`src/amw_pkg.sv`:
```
`default_nettype none
package amw_pkg;
  localparam int unsigned CLK_PERIOD_NS = 20;
  localparam int unsigned ADDR_W = 17;
  localparam int unsigned DATA_W = 16;
  localparam int unsigned BYTE_W = 8;
  // Timing figures in ns, startup in ms
  localparam int unsigned T_CYCLE_NS = 35;
  localparam int unsigned T_ADDR_SETUP_NS = 0;
  localparam int unsigned T_ADDR_END_GHI_NS = 18;
  localparam int unsigned T_ADDR_END_GLO_NS = 20;
  localparam int unsigned T_PULSE_NS = 15;
  localparam int unsigned T_DATA_SETUP_NS = 10;
  localparam int unsigned T_DATA_HOLD_NS = 0;
  localparam int unsigned T_HIGH_HOLD_NS = 2;
  localparam int unsigned T_RECOVERY_NS = 12;
  localparam int unsigned T_STARTUP_MS = 2;
  function automatic int unsigned ns_to_cyc_min(input int unsigned ns);
    int unsigned c;
    c = (ns + CLK_PERIOD_NS - 1) / CLK_PERIOD_NS;
    return (c < 1) ? 1 : c;
  endfunction : ns_to_cyc_min
  // Strobe low time covers pulse width, address-to-end and data setup
  localparam int unsigned PULSE_NS_MAX =
    (T_PULSE_NS > T_ADDR_END_GLO_NS) ? T_PULSE_NS : T_ADDR_END_GLO_NS;
  localparam int unsigned PULSE_NS =
    (PULSE_NS_MAX > T_DATA_SETUP_NS) ? PULSE_NS_MAX : T_DATA_SETUP_NS;
  localparam int unsigned PULSE_CYC = ns_to_cyc_min(PULSE_NS);
  localparam int unsigned SETUP_CYC = ns_to_cyc_min(T_ADDR_SETUP_NS);
  localparam int unsigned RECOV_HI_NS =
    (T_RECOVERY_NS > T_HIGH_HOLD_NS) ? T_RECOVERY_NS : T_HIGH_HOLD_NS;
  localparam int unsigned RECOV_CYC = ns_to_cyc_min(RECOV_HI_NS);
  localparam int unsigned CYCLE_CYC = ns_to_cyc_min(T_CYCLE_NS);
  localparam int unsigned HOLD_CYC = ns_to_cyc_min(T_DATA_HOLD_NS);
  localparam int unsigned STARTUP_CYC_DEF = (T_STARTUP_MS * 1000000) / CLK_PERIOD_NS;
  localparam int unsigned CNT_W = 8;
  localparam int unsigned STARTUP_W = 20;
  typedef enum logic [4:0] {
    AMW_POWERUP = 5'h01,
    AMW_IDLE    = 5'h02,
    AMW_SETUP   = 5'h04,
    AMW_PULSE   = 5'h08,
    AMW_RECOVER = 5'h10
  } amw_state_e;
endpackage : amw_pkg
`default_nettype wire

```
`src/amw_delay.sv`:
```
`default_nettype none
// Loadable down counter, done when zero
module amw_delay
  import amw_pkg::*;
#(
  parameter int unsigned W = CNT_W
) (
  input wire logic clk_i,
  input wire logic arst_n_i,
  input wire logic load_i,
  input wire logic [W-1:0] value_i,
  output logic done_o
);
  logic [W-1:0] cnt_q;
  logic [W-1:0] cnt_d;
  wire logic zero = (cnt_q == '0);
  assign cnt_d = load_i ? value_i : (zero ? cnt_q : cnt_q - W'(1));
  assign done_o = zero;
  always_ff @(posedge clk_i or negedge arst_n_i) begin
    if (!arst_n_i) begin
      cnt_q <= '0;
    end else begin
      cnt_q <= cnt_d;
    end
  end
endmodule : amw_delay
`default_nettype wire

```
`src/amw_host.sv`:
```
`default_nettype none
// Function
// RULE1: Write window is chip select and strobe overlap
// RULE2: Device keeps data high-impedance, output enable late
// RULE3: Device hi-Z when select falls with strobe
// RULE4: Device hi-Z when select rises with strobe
// RULE5: Raised strobe, select, byte selects stay high
// RULE6: Byte selects asserted together without skew
// RULE7: Chip select falling edges spaced 35 ns
// RULE8: Write cycle lasts at least 35 ns
// RULE9: Address valid before write, held 18/20 ns
// RULE10: Write strobe low at least 15 ns
// RULE11: Data valid 10 ns before end, held
// RULE12: Device releases data within 12 ns
// RULE13: Device re-drives no sooner than 3 ns
// RULE14: Chip select low 15 ns before end
// RULE15: Wait 2 ms startup, controls held high
// RULE16: Memory holds 131072 words of 16 bits
// RULE17: Only selected byte lanes commit; first rise ends
// RULE18: Address held through write recovery
module amw_host
  import amw_pkg::*;
#(
  parameter int unsigned STARTUP_CYC = STARTUP_CYC_DEF
) (
  input wire logic CLK_I,
  input wire logic ARST_N_I,
  input wire logic REQ_VALID_I,
  input wire logic [ADDR_W-1:0] REQ_ADDR_I,
  input wire logic [DATA_W-1:0] REQ_DATA_I,
  input wire logic [1:0] REQ_BE_I,
  output logic REQ_READY_O,
  output logic DONE_O,
  output logic [ADDR_W-1:0] MEM_ADDR_O,
  output logic CHIP_SEL_N_O,
  output logic WR_STROBE_N_O,
  output logic OUT_EN_N_O,
  output logic LOW_HALF_N_O,
  output logic UPR_HALF_N_O,
  output logic [BYTE_W-1:0] DAT_LO_O,
  output logic [BYTE_W-1:0] DAT_HI_O,
  output logic DAT_LO_OE_O,
  output logic DAT_HI_OE_O
);
  amw_state_e state_q, state_d;
  logic [ADDR_W-1:0] addr_q;
  logic [DATA_W-1:0] data_q;
  logic [1:0] be_q;
  logic ready_q, done_q;
  logic cs_n_q, we_n_q, lo_n_q, hi_n_q, oe_lo_q, oe_hi_q;
  logic [STARTUP_W-1:0] boot_q;
  logic phase_load;
  logic [CNT_W-1:0] phase_val;
  logic phase_done;
  logic cyc_done;
  logic oe_n_q;
  // True when a one-hot state code equals the wanted state
  function automatic logic state_is(input amw_state_e s, input amw_state_e t);
    return (s == t);
  endfunction : state_is
  // Lane strobe: phase active and lane enabled
  function automatic logic lane_on(input logic phase, input logic en);
    return phase & en;
  endfunction : lane_on
  wire logic boot_done = (boot_q == STARTUP_W'(0));
  wire logic req_take = (state_q == AMW_IDLE) & REQ_VALID_I & (REQ_BE_I != 2'b00);
  // Request goes ahead once the cycle spacing has run out
  wire logic take_go = req_take & cyc_done;
  // Next-state decodes shared by the pin registers
  wire logic pulse_nx = state_is(state_d, AMW_PULSE);
  wire logic drive_nx = pulse_nx | state_is(state_d, AMW_RECOVER);
  wire logic idle_nx = state_is(state_d, AMW_IDLE);
  wire logic latch_go = state_is(state_q, AMW_IDLE) & state_is(state_d, AMW_SETUP);
  wire logic end_go = state_is(state_q, AMW_PULSE) & phase_done;
  // Chip select falls on this edge and starts the cycle timer
  wire logic cs_fall = state_is(state_q, AMW_SETUP) & pulse_nx;
  // Lane decodes for byte selects and data drivers
  wire logic lo_on_nx = lane_on(pulse_nx, be_q[0]);
  wire logic hi_on_nx = lane_on(pulse_nx, be_q[1]);
  wire logic lo_drv_nx = lane_on(drive_nx, be_q[0]);
  wire logic hi_drv_nx = lane_on(drive_nx, be_q[1]);
  // Phase timer: setup, pulse and recovery lengths
  amw_delay #(.W(CNT_W)) u_phase (
    .clk_i(CLK_I),
    .arst_n_i(ARST_N_I),
    .load_i(phase_load),
    .value_i(phase_val),
    .done_o(phase_done)
  );
  // Cycle timer from chip select fall to next fall
  amw_delay #(.W(CNT_W)) u_cycle (
    .clk_i(CLK_I),
    .arst_n_i(ARST_N_I),
    .load_i(cs_fall), // RULE7
    .value_i(CNT_W'(CYCLE_CYC - 1)),
    .done_o(cyc_done)
  );
  always_comb begin
    state_d = state_q;
    phase_load = 1'b0;
    phase_val = '0;
    case (state_q)
      AMW_POWERUP: begin
        if (boot_done) state_d = AMW_IDLE; // RULE15
      end
      AMW_IDLE: begin
        if (take_go) begin // RULE7
          state_d = AMW_SETUP;
          phase_load = 1'b1;
          phase_val = CNT_W'(SETUP_CYC - 1); // RULE9
        end
      end
      AMW_SETUP: begin
        if (phase_done) begin
          state_d = AMW_PULSE;
          phase_load = 1'b1;
          phase_val = CNT_W'(PULSE_CYC - 1); // RULE10 RULE14 RULE11
        end
      end
      AMW_PULSE: begin
        if (phase_done) begin
          state_d = AMW_RECOVER;
          phase_load = 1'b1;
          phase_val = CNT_W'(RECOV_CYC + HOLD_CYC - 1); // RULE18 RULE5
        end
      end
      AMW_RECOVER: begin
        if (phase_done && cyc_done) state_d = AMW_IDLE; // RULE8
      end
      default: state_d = AMW_POWERUP;
    endcase
  end
  // Startup wait: controls stay high until it runs out
  always_ff @(posedge CLK_I or negedge ARST_N_I) begin
    if (!ARST_N_I) begin
      boot_q <= STARTUP_W'(STARTUP_CYC);
    end else if (!boot_done) begin
      boot_q <= boot_q - STARTUP_W'(1);
    end
  end
  // State register
  always_ff @(posedge CLK_I or negedge ARST_N_I) begin
    if (!ARST_N_I) begin
      state_q <= AMW_POWERUP;
    end else begin
      state_q <= state_d;
    end
  end
  // Request latch: address, data and lanes hold until the next take
  always_ff @(posedge CLK_I or negedge ARST_N_I) begin
    if (!ARST_N_I) begin
      addr_q <= '0;
      data_q <= '0;
      be_q <= 2'b00;
    end else if (latch_go) begin
      addr_q <= REQ_ADDR_I; // RULE9 RULE16
      data_q <= REQ_DATA_I;
      be_q <= REQ_BE_I;
    end
  end
  // Control strobes fall and rise on one edge, so the window is their overlap
  always_ff @(posedge CLK_I or negedge ARST_N_I) begin
    if (!ARST_N_I) begin
      cs_n_q <= 1'b1;
      we_n_q <= 1'b1;
    end else begin
      cs_n_q <= ~pulse_nx; // RULE1
      we_n_q <= ~pulse_nx; // RULE1 RULE2 RULE3 RULE4
    end
  end
  // Byte selects share the strobe edge: no skew between lanes
  always_ff @(posedge CLK_I or negedge ARST_N_I) begin
    if (!ARST_N_I) begin
      lo_n_q <= 1'b1;
      hi_n_q <= 1'b1;
    end else begin
      lo_n_q <= ~lo_on_nx; // RULE17 RULE6
      hi_n_q <= ~hi_on_nx; // RULE17 RULE6
    end
  end
  // Lane drivers stay on through pulse and recovery for data hold
  always_ff @(posedge CLK_I or negedge ARST_N_I) begin
    if (!ARST_N_I) begin
      oe_lo_q <= 1'b0;
      oe_hi_q <= 1'b0;
    end else begin
      oe_lo_q <= lo_drv_nx; // RULE11
      oe_hi_q <= hi_drv_nx; // RULE11
    end
  end
  // Output enable held off: a write-only host never contends on data
  always_ff @(posedge CLK_I or negedge ARST_N_I) begin
    if (!ARST_N_I) begin
      oe_n_q <= 1'b1;
    end else begin
      oe_n_q <= 1'b1; // RULE2
    end
  end
  // Handshake flags
  always_ff @(posedge CLK_I or negedge ARST_N_I) begin
    if (!ARST_N_I) begin
      ready_q <= 1'b0;
      done_q <= 1'b0;
    end else begin
      ready_q <= idle_nx;
      done_q <= end_go;
    end
  end
  // Byte enables latch with address; selects use be_q of next state
  assign REQ_READY_O = ready_q;
  assign DONE_O = done_q;
  assign MEM_ADDR_O = addr_q;
  assign CHIP_SEL_N_O = cs_n_q;
  assign WR_STROBE_N_O = we_n_q;
  assign OUT_EN_N_O = oe_n_q; // RULE2
  assign LOW_HALF_N_O = lo_n_q;
  assign UPR_HALF_N_O = hi_n_q;
  assign DAT_LO_O = data_q[BYTE_W-1:0];
  assign DAT_HI_O = data_q[DATA_W-1:BYTE_W];
  assign DAT_LO_OE_O = oe_lo_q;
  assign DAT_HI_OE_O = oe_hi_q;
endmodule : amw_host
`default_nettype wire

```
`config.mk`:
```
export PLATFORM = sky130hd
export DESIGN_NAME = amw_host
export DESIGN_NICKNAME = d
export VERILOG_FILES = /design/src/amw_pkg.sv /design/src/amw_delay.sv /design/src/amw_host.sv
export SDC_FILE = /design/constraint.sdc
export NUM_CORES = 1
export LEC_CHECK = 0
export BUFFER_PORTS_ARGS = -buffer_cell sky130_fd_sc_hd__buf_2
export CORE_UTILIZATION = 25
export CTS_CLUSTER_SIZE = 16
export DETAILED_ROUTE_END_ITERATION = 6
export GPL_TIMING_DRIVEN = 0
export MAX_ROUTING_LAYER = met4
export PLACE_DENSITY = 0.5
export SETUP_SLACK_MARGIN = 0.5
export SYNTH_ARGS = -nofsm -noshare
export SYNTH_HDL_FRONTEND = slang
export SYNTH_HIERARCHICAL = 1
export SYNTH_SLANG_ARGS = --single-unit
```
`constraint.sdc`:
```
create_clock -name CLK_I -period 3.3 [get_ports CLK_I]
set_input_delay 0.66 -clock CLK_I [delete_from_list [all_inputs] [get_ports CLK_I]]
set_output_delay 0.66 -clock CLK_I [all_outputs]
set_load 0.01 [all_outputs]
```
* Word-level counts from Yosys, hierarchy flattened
Index checks and enable logic that the tools add are counted.
Word-level totals: register bits after elaboration 83, latch bits 0, memory bits (writable) 0, memory bits (read-only) 0, logic and storage cells 63, memories 0
Cells by class: $add $sub $neg 3, $mul 0, div/mod/pow operators 0, magnitude comparators 0, equality and inequality tests 11, shift-type cells 0, muxes and demuxes 15, bitwise logic cells 14, reduce and logical (&&, ||, !) cells 6
Operators by type and width (number):
- two-way mux 8 bit | 4
- two-way mux 5 bit | 5
- one-hot mux 5 bit (5 select lines) | 1
- logical NOT 20 bit | 1
- subtractor 20 x 1 -> 20 bit, second input constant | 1
- logical NOT 8 bit | 2
- subtractor 8 x 1 -> 8 bit, second input constant | 2
- AND 1 bit | 10
- equality test 5 x 2 -> 1 bit, second input constant | 2
- equality test 5 x 3 -> 1 bit, second input constant | 2
- equality test 5 x 4 -> 1 bit, second input constant | 2
- equality test 5 bit, second input constant | 2
- equality test 5 x 1 -> 1 bit, second input constant | 1
- two-way mux 1 bit | 4
- != test 2 x 1 -> 1 bit, second input constant | 2
- inverter 1 bit | 3
- one-hot mux 1 bit (2 select lines) | 1
- nonzero test 2 bit | 1
- OR reduction 2 bit | 1
- logical AND 1 bit | 1
- bitwise OR 1 bit | 1

* Longest topological paths before layout
Gate-level depths: netlist of run 1.
word-level depth 9, mapped depth 12

* Modules after synthesis
The synthesis of run 1 kept the hierarchy.
By module, submodules not included:
- amw_host | times used 1, cells an instance 241, area each 2994.1 sq um, seq. area each 1689.1 sq um
- amw_delay | times used 2, cells an instance 59, area each 539.3 sq um, seq. area each 200.2 sq um

* Least setup slack after synthesis of run 1
Ideal clock, no wire load.
kind register -> register, start register u_cycle.cnt_q[0], end register u_phase.cnt_q[0], arrival time 2954 ps, setup slack 211 ps, stages on the path, launching flop included 12, period minus slack after synthesis 3089 ps, path through dfrtp_1 inv_1 ha_1 or3b_2 nor2_4 o211ai_1 nor4_4 buf_6 o21bai_1 clkbuf_1 clkbuf_1 o31ai_1
On the way: word-level cells in the longest chain between the ends 5, elaborated cells on any way between the ends 6
RTL lines:
- from (decl) | line amw_delay.sv:14 | logic [W-1:0] cnt_q;
- from (signal assigned) | line amw_delay.sv:23 | cnt_q <= cnt_d;
- logical NOT 8 bit * | line amw_delay.sv:16 | wire logic zero = (cnt_q == '0);
- named net cyc_done | line amw_host.sv:55 | logic cyc_done;
- AND 1 bit * | line amw_host.sv:68 | wire logic take_go = req_take & cyc_done;
- two-way mux 1 bit * | line amw_host.sv:107 | if (take_go) begin
- one-hot mux 1 bit (2 select lines) * | line amw_host.sv:102 | case (state_q)
- named net phase_load | line amw_host.sv:52 | logic phase_load;
- != test 2 x 1 -> 1 bit (no source line) or two-way mux 8 bit (tied branches)
- to (signal assigned) | line amw_delay.sv:23
- to (decl) | line amw_delay.sv:14
The timed path passes the listed nets; every way through them passes the cells marked *. A chain may end at the register's enable or synchronous reset.

* Worst setup path after layout of run 1
start register u_cycle.cnt_q[2], end register u_phase.cnt_q[0]
Same word-level chain as after synthesis.

==> results of run 1 <==
## through the flow
step	utilization	setup slack (ns)	hold slack [ns]	power [mW]	setup TNS, ns
6_report	0.329	0.675	0.268	2.39	0
5_1_grt	0.329	0.509	0.300	2.52	0
2_1_floorplan	-	0.518	0.364	1.29	0
3_5_place_dp	0.304	-0.183	0.433	1.38	-1.06
3_3_place_gp	0.303	-0.126	0.428	1.37	-0.657
4_1_cts	0.326	0.579	0.276	2.43	0
## per-layer routing
layer  vias up  part of all wire
met2        55              0.48
met4         0             0.020
met5         -                 0
li1       1524                 -
met3        11             0.041
met1      1542              0.46
## synthesized netlist by cell type, types with 4 or more instances
master / number
inv_1: 17
o211ai_1: 5
dfrtp_1: 73
o31ai_1: 12
o2111ai_1: 4
nor2b_1: 4
xnor2_1: 17
dfstp_2: 10
nor4_1: 4
nor2_1: 18
nand2_1: 20
o311ai_0: 4
nor3b_1: 5
ha_1: 4
a21oi_1: 9
mux2i_1: 4
mux2_2: 34
or3b_2: 4
nor3_2: 4
nand4_1: 5
o21ai_0: 12
nor3_1: 23
clkbuf_1: 11
## sequential cells by signal, summed over array words and instances (netlist names), 2 cells and up
| name | flops |
|---|---|
| data_q | 16 |
| boot_q | 20 |
| u_phase/cnt_q | 8 |
| u_cycle/cnt_q | 8 |
| be_q | 2 |
| state_q | 5 |
| MEM_ADDR_O | 17 |
## cell type report
class | instances | area (sq um)
buffer | 17 | 108
clock buffer | 11 | 243
clock inverter | 5 | 60.1
fill | 1660 | 10700
inverter | 17 | 63.8
multi-input combinational | 256 | 1890
sequential | 83 | 2090
tap | 216 | 270
timing repair buffer | 90 | 500
## worst max-delay path: stages (launching register included)
cell,delay [ns]
dfrtp_1,0.47
or4_4,0.60
nor2_4,0.16
o211ai_1,0.17
nor4_4,0.31
buf_6,0.15
o21bai_1,0.16
buf_4,0.19
clkbuf_4,0.19
nand2_1,0.06
o31ai_1,0.06
## power groups by stage
| stage | registers (mW) | logic [mW] | clock network [mW] |
|---|---|---|---|
| 6_report | 1.15 | 0.215 | 1.03 |
| 5_1_grt | 1.16 | 0.252 | 1.11 |
| 4_1_cts | 1.15 | 0.216 | 1.07 |
| 3_5_place_dp | 1.17 | 0.215 | 0 |
| 3_3_place_gp | 1.16 | 0.204 | 0 |
| 2_1_floorplan | 1.15 | 0.144 | 0 |
## worst paths after layout
kind / startpoint / end / slack (ns) / depth (start not counted)
worst max register to register: u_cycle/cnt_q[2]$_DFFE_PN0P_ / u_phase/cnt_q[0]$_DFFE_PN0P_ / 0.68 / 10
max in group asynchronous: ARST_N_I / boot_q[10]$_DFFE_PN1N_ / 2.36 / 2
worst min register to register: be_q[0]$_DFFE_PN0P_ / LOW_HALF_N_O$_DFF_PN1_ / 0.43 / 1
worst max-delay path: u_cycle/cnt_q[2]$_DFFE_PN0P_ / u_phase/cnt_q[0]$_DFFE_PN0P_ / 0.68 / 10
min in group CLK_I: be_q[0]$_DFFE_PN0P_ / LOW_HALF_N_O$_DFF_PN1_ / 0.43 / 1
worst min-delay path: ARST_N_I / u_cycle/cnt_q[6]$_DFFE_PN0P_ / 0.27 / 1
## timing repair
item	4_1_cts	5_1_grt
pin swaps	2	4
setup buffers	4	6
gates cloned	0	1
setup endpoints to repair	47	35
gates resized for setup	3	6
## logic make-up after synthesis
group           synth area share
other cells              0.00184
xor+xnor                  0.0387
simple gates               0.176
buf+inv                   0.0390
flops                      0.513
fa+ha+maj                 0.0123
compound gates             0.110
mux                        0.109
==> impl_metrics.json, run 1 <==
{
  "async_flop_share": 1.00,
  "p_leak_nw": 2.41,
  "die_x_um": 130,
  "dieArea_sq_um": 16800,
  "drive_above_1_share": 0.376,
  "core-area_sq_um": 15900,
  "ys_seq_area_frac": 0.513,
  "antenna_found_initial": 0,
  "critical_path_class": "reg -> reg",
  "grtUsageMet3": 0.0252,
  "nNetsFinal": 516,
  "worst_ir_drop_vdd_mv": 0.168,
  "max_slew_margin": 0.464,
  "cts_tree": "built",
  "drc": 0,
  "place_congestion": 0.758,
  "slew_viol_final": 0,
  "netlist_top_cells_area": "dfrtp_1, mux2_2, dfstp_2, xnor2_1, nor3_1",
  "io_pins": 80,
  "track_usage": 0.121,
  "top_usage_layer": "met2",
  "start_util": 0.256,
  "max_freq_mhz": 381,
  "cts_made_buffers": 9,
  "synth_top_area_frac": 0.449,
  "grt_pass1_vias": 3132,
  "antenna_cells": 0,
  "synth_cell_types": 53,
  "numClockSinks": 83,
  "ys_ff_latch": 83,
  "clock_latency_ns": 0.34,
  "crit_required_ns": 3.55,
  "final_antenna_net_count": 0,
  "synth_edf_count": 0,
  "dpl.cell_count": 668,
  "hold_viol": 0,
  "switchingPower_mw": 0.610,
  "avgViaCountPerCell": 4.51,
  "vias": 3132,
  "cp_data_arrival_time_ns": 2.88,
  "stdcell_count": 695,
  "cp_max_fo": 10,
  "startpoint_type": "register",
  "final_cell_mix": "buf_2, dfrtp_1, mux2_2",
  "finalCritPeriodShare": 0.795,
  "rsz0062_at_grt": "false",
  "syn_inst": 359,
  "combPwrFrac": 0.090,
  "grt_pass1_wl_um": 15200,
  "overflow": 0,
  "synth-main-ff-cell": "dfrtp_1",
  "power_density_nw_per_um2": 457,
  "final_common_cell": "buf_2",
  "area_growth_syn_to_layout_pct": 28.4,
  "cts_max_level": 3,
  "clk_pin_slew_ns": 0.06,
  "grtUsageMet2": 0.187,
  "dieHeight_um": 130,
  "endpoint_kind": "register",
  "fin_area_sq_um": 5230,
  "io_buffers": 78,
  "wl_per_cell_um": 12.9,
  "avgSynthCellArea_sq_um": 11.3,
  "yosys.area.top_type": "dfrtp_1",
  "syn_area_sq_um": 4070,
  "postPlaceCellArea_sq_um": 4840,
  "max_cap_violations": 0,
  "drt-total-wl_um": 8940,
  "pwr-share-clk": 0.430,
  "setup_viol": 0,
  "ys.warnings.count": 6,
  "grt_max_degree": 51,
  "clk_path_buf_depth": 2,
  "rows": 46,
  "fin_crit_ns": 2.62,
  "cell_internal_pwr_mw": 1.78,
  "cts-root-buf": "clkbuf_16",
  "worstMarginPinSlew_ns": 0.797,
  "cts_hold_buf": 0,
  "drt_iter0_markers": 145,
  "status": "finished clean",
  "hold_class": "in -> async",
  "swShare": 0.255,
  "hpwl_um": 6320,
  "dr.pass1.iters": 4,
  "power_frac_seq": 0.480,
  "grt_util_met1": 0.146,
  "finalClockSkew_ns": 0.0107
}
(Power assumes the default switching activity.)
==> inputs of run 2 (changes only) <==
PLACE_DENSITY = 0.48   (was 0.5)
clock period = 2.51 ns   (was 3.3 ns; I/O delays follow)
==> run 2 against run 1 <==
Against the previous run:
- sequential power increased by 30%
- design area increased by 11%
- core utilization increased by 3.5 points
- register-to-register slack got worse by 0.67 ns
- wire length increased by 10%
- combinational power increased by 92%
- worst hold slack got worse by 0.17 ns
- sequential share of layout area decreased by 3.8 points
- critical endpoint is now u_phase/cnt_q[6]$_DFFE_PN0P_
==> impl_metrics.json, run 2 (synthesis results as in run 1) <==
{
  "rows": 46,
  "avgViaCountPerCell": 4.52,
  "multi_input_area_sq_um": 2170,
  "dieArea_sq_um": 16800,
  "drt_iter0_markers": 228,
  "antenna_found_initial": 0,
  "dr.pass1.iters": 4,
  "routed.top_layer": "met4",
  "pwr-share-clk": 0.416,
  "combPwrFrac": 0.126,
  "cts-root-buf": "clkbuf_16",
  "numClockSinks": 83,
  "endpoint": "u_phase/cnt_q[6]$_DFFE_PN0P_",
  "grt_max_degree": 53,
  "endpoint_kind": "register",
  "max_slew_margin": 0.622,
  "total_power_mw": 3.29,
  "cp_data_arrival_time_ns": 2.70,
  "finalCritPeriodShare": 0.999,
  "dieHeight_um": 130,
  "cts_tree": "built",
  "reg2reg_from": "u_cycle/cnt_q[4]$_DFFE_PN0P_",
  "slew_viol_final": 0,
  "reg2reg_slack_ns": 0.002,
  "final_antenna_net_count": 0,
  "worst_ir_drop_vdd_mv": 0.311,
  "overflow": 0,
  "final-seq-area_sq_um": 2090,
  "p_leak_nw": 2.63,
  "crit_required_ns": 2.71,
  "cts_max_level": 3,
  "critPathLaunch": "u_cycle/cnt_q[4]$_DFFE_PN0P_",
  "nNetsFinal": 535,
  "track_usage": 0.125,
  "fin_area_sq_um": 5790,
  "area_growth_syn_to_layout_pct": 42.2,
  "clk_path_buf_depth": 2,
  "r2r.worst_path.cells": 10,
  "hpwl_um": 6350,
  "cp_max_fo": 6,
  "dpl.cell_count": 668,
  "startpoint_type": "register",
  "antenna_cells": 0,
  "grt_pass1_wl_um": 15600,
  "swShare": 0.263,
  "start_util": 0.256,
  "rr_endpoint": "u_phase/cnt_q[6]$_DFFE_PN0P_",
  "stdcell_count": 714,
  "max_freq_mhz": 399,
  "wl_met2_um": 4500,
  "timing.final.ws_setup_ns": 0.00186,
  "final_cell_mix": "buf_2, dfrtp_1, mux2_4",
  "clk_pin_slew_ns": 0.06,
  "max_cap_violations": 0,
  "finalClockSkew_ns": 0.00731,
  "wl_met3_um": 413,
  "regMostFlops": "boot_q",
  "hold_viol": 0,
  "final_common_cell": "buf_2",
  "nFillCells": 1628,
  "switchingPower_mw": 0.865,
  "setup_viol": 0,
  "drc": 0,
  "largest_reg_flops": 20,
  "drt-total-wl_um": 9840,
  "fin_util": 0.364,
  "rsz0062_at_grt": "true",
  "cell_internal_pwr_mw": 2.42,
  "die_x_um": 130,
  "cts_made_buffers": 9,
  "io_buffers": 78,
  "vias": 3230,
  "grt_pass1_vias": 3115,
  "worstMarginPinSlew_ns": 0.566,
  "hold_class": "in -> async",
  "wl_per_cell_um": 13.8,
  "power_density_nw_per_um2": 568,
  "postPlaceCellArea_sq_um": 4930,
  "pre_cts_ws_ns": -0.915,
  "critical_path_class": "reg -> reg",
  "fin_crit_ns": 2.51,
  "place_congestion": 0.766,
  "status": "finished clean",
  "drive_above_1_share": 0.466,
  "io_pins": 80,
  "met1_length_um": 4690,
  "clock_latency_ns": 0.35,
  "core-area_sq_um": 15900,
  "power_frac_seq": 0.458
}
run 2: worst min path at each step:
| stage | end | slack [ns] | cells after the start |
|---|---|---|---|
| 2_1_floorplan | DAT_HI_OE_O$_DFF_PN0_ | 0.21 | 0 |
| 3_3_place_gp | LOW_HALF_N_O$_DFF_PN1_ | 0.42 | 1 |
| 3_5_place_dp | LOW_HALF_N_O$_DFF_PN1_ | 0.43 | 1 |
| 4_1_cts | MEM_ADDR_O[9]$_DFFE_PN0P_ | 0.10 | 1 |
| 5_1_grt | MEM_ADDR_O[9]$_DFFE_PN0P_ | 0.12 | 1 |
| 6_report | MEM_ADDR_O[9]$_DFFE_PN0P_ | 0.10 | 1 |
run 2: routing by layer:
metal / GRT usage / vias to the layer above
met5: - / -
met4: 0.0554 / 0
met3: 0.0322 / 16
met2: 0.178 / 77
met1: 0.166 / 1578
li1: - / 1559
run 2: final cells by class:
class	instances	share of cell area
flip-flops and latches	83	0.362
plain buffers	17	0.0277
repair buffers	109	0.124
clock buffers	10	0.0413
multi-input cells	256	0.375
inverters	17	0.0110
clock inverters	6	0.0125
well taps	216	0.0467
run 2: timing repair:
| item | CTS | global route |
|---|---|---|
| cloned | 2 | 2 |
| pin swaps | 10 | 12 |
| hold buffers | 0 | 0 |
| setup buffers | 17 | 9 |
| resized for setup | 32 | 41 |
| setup endpoints to repair | 70 | 80 |
run 2: metrics by stage:
| step | hold slack (ns) | TNS [ns] |
|---|---|---|
| after floorplan | 0.206 | -2.18 |
| after global placement | 0.422 | -22.57 |
| after detailed placement | 0.425 | -23.20 |
| after CTS | 0.101 | 0 |
| after global routing | 0.121 | -0.928 |
| final | 0.101 | 0 |
run 2: power groups by stage:
stage                     combinational, mW  sequential [mW]  clock (mW)
after detailed placement              0.299             1.53           0
after CTS                             0.333             1.51        1.42
after global routing                  0.465             1.52        1.47
after global placement                0.280             1.53           0
final                                 0.413             1.50        1.37
after floorplan                       0.195             1.51           0
run 2: worst max-delay path: stages (launching register included):
cell	delay [ns]
dfrtp_1	0.44
or4_4	0.52
nor2_4	0.15
o211ai_1	0.19
nor4_4	0.35
buf_6	0.15
o21bai_4	0.14
buf_8	0.15
nor2_1	0.05
nand4_1	0.09
o311ai_1	0.14
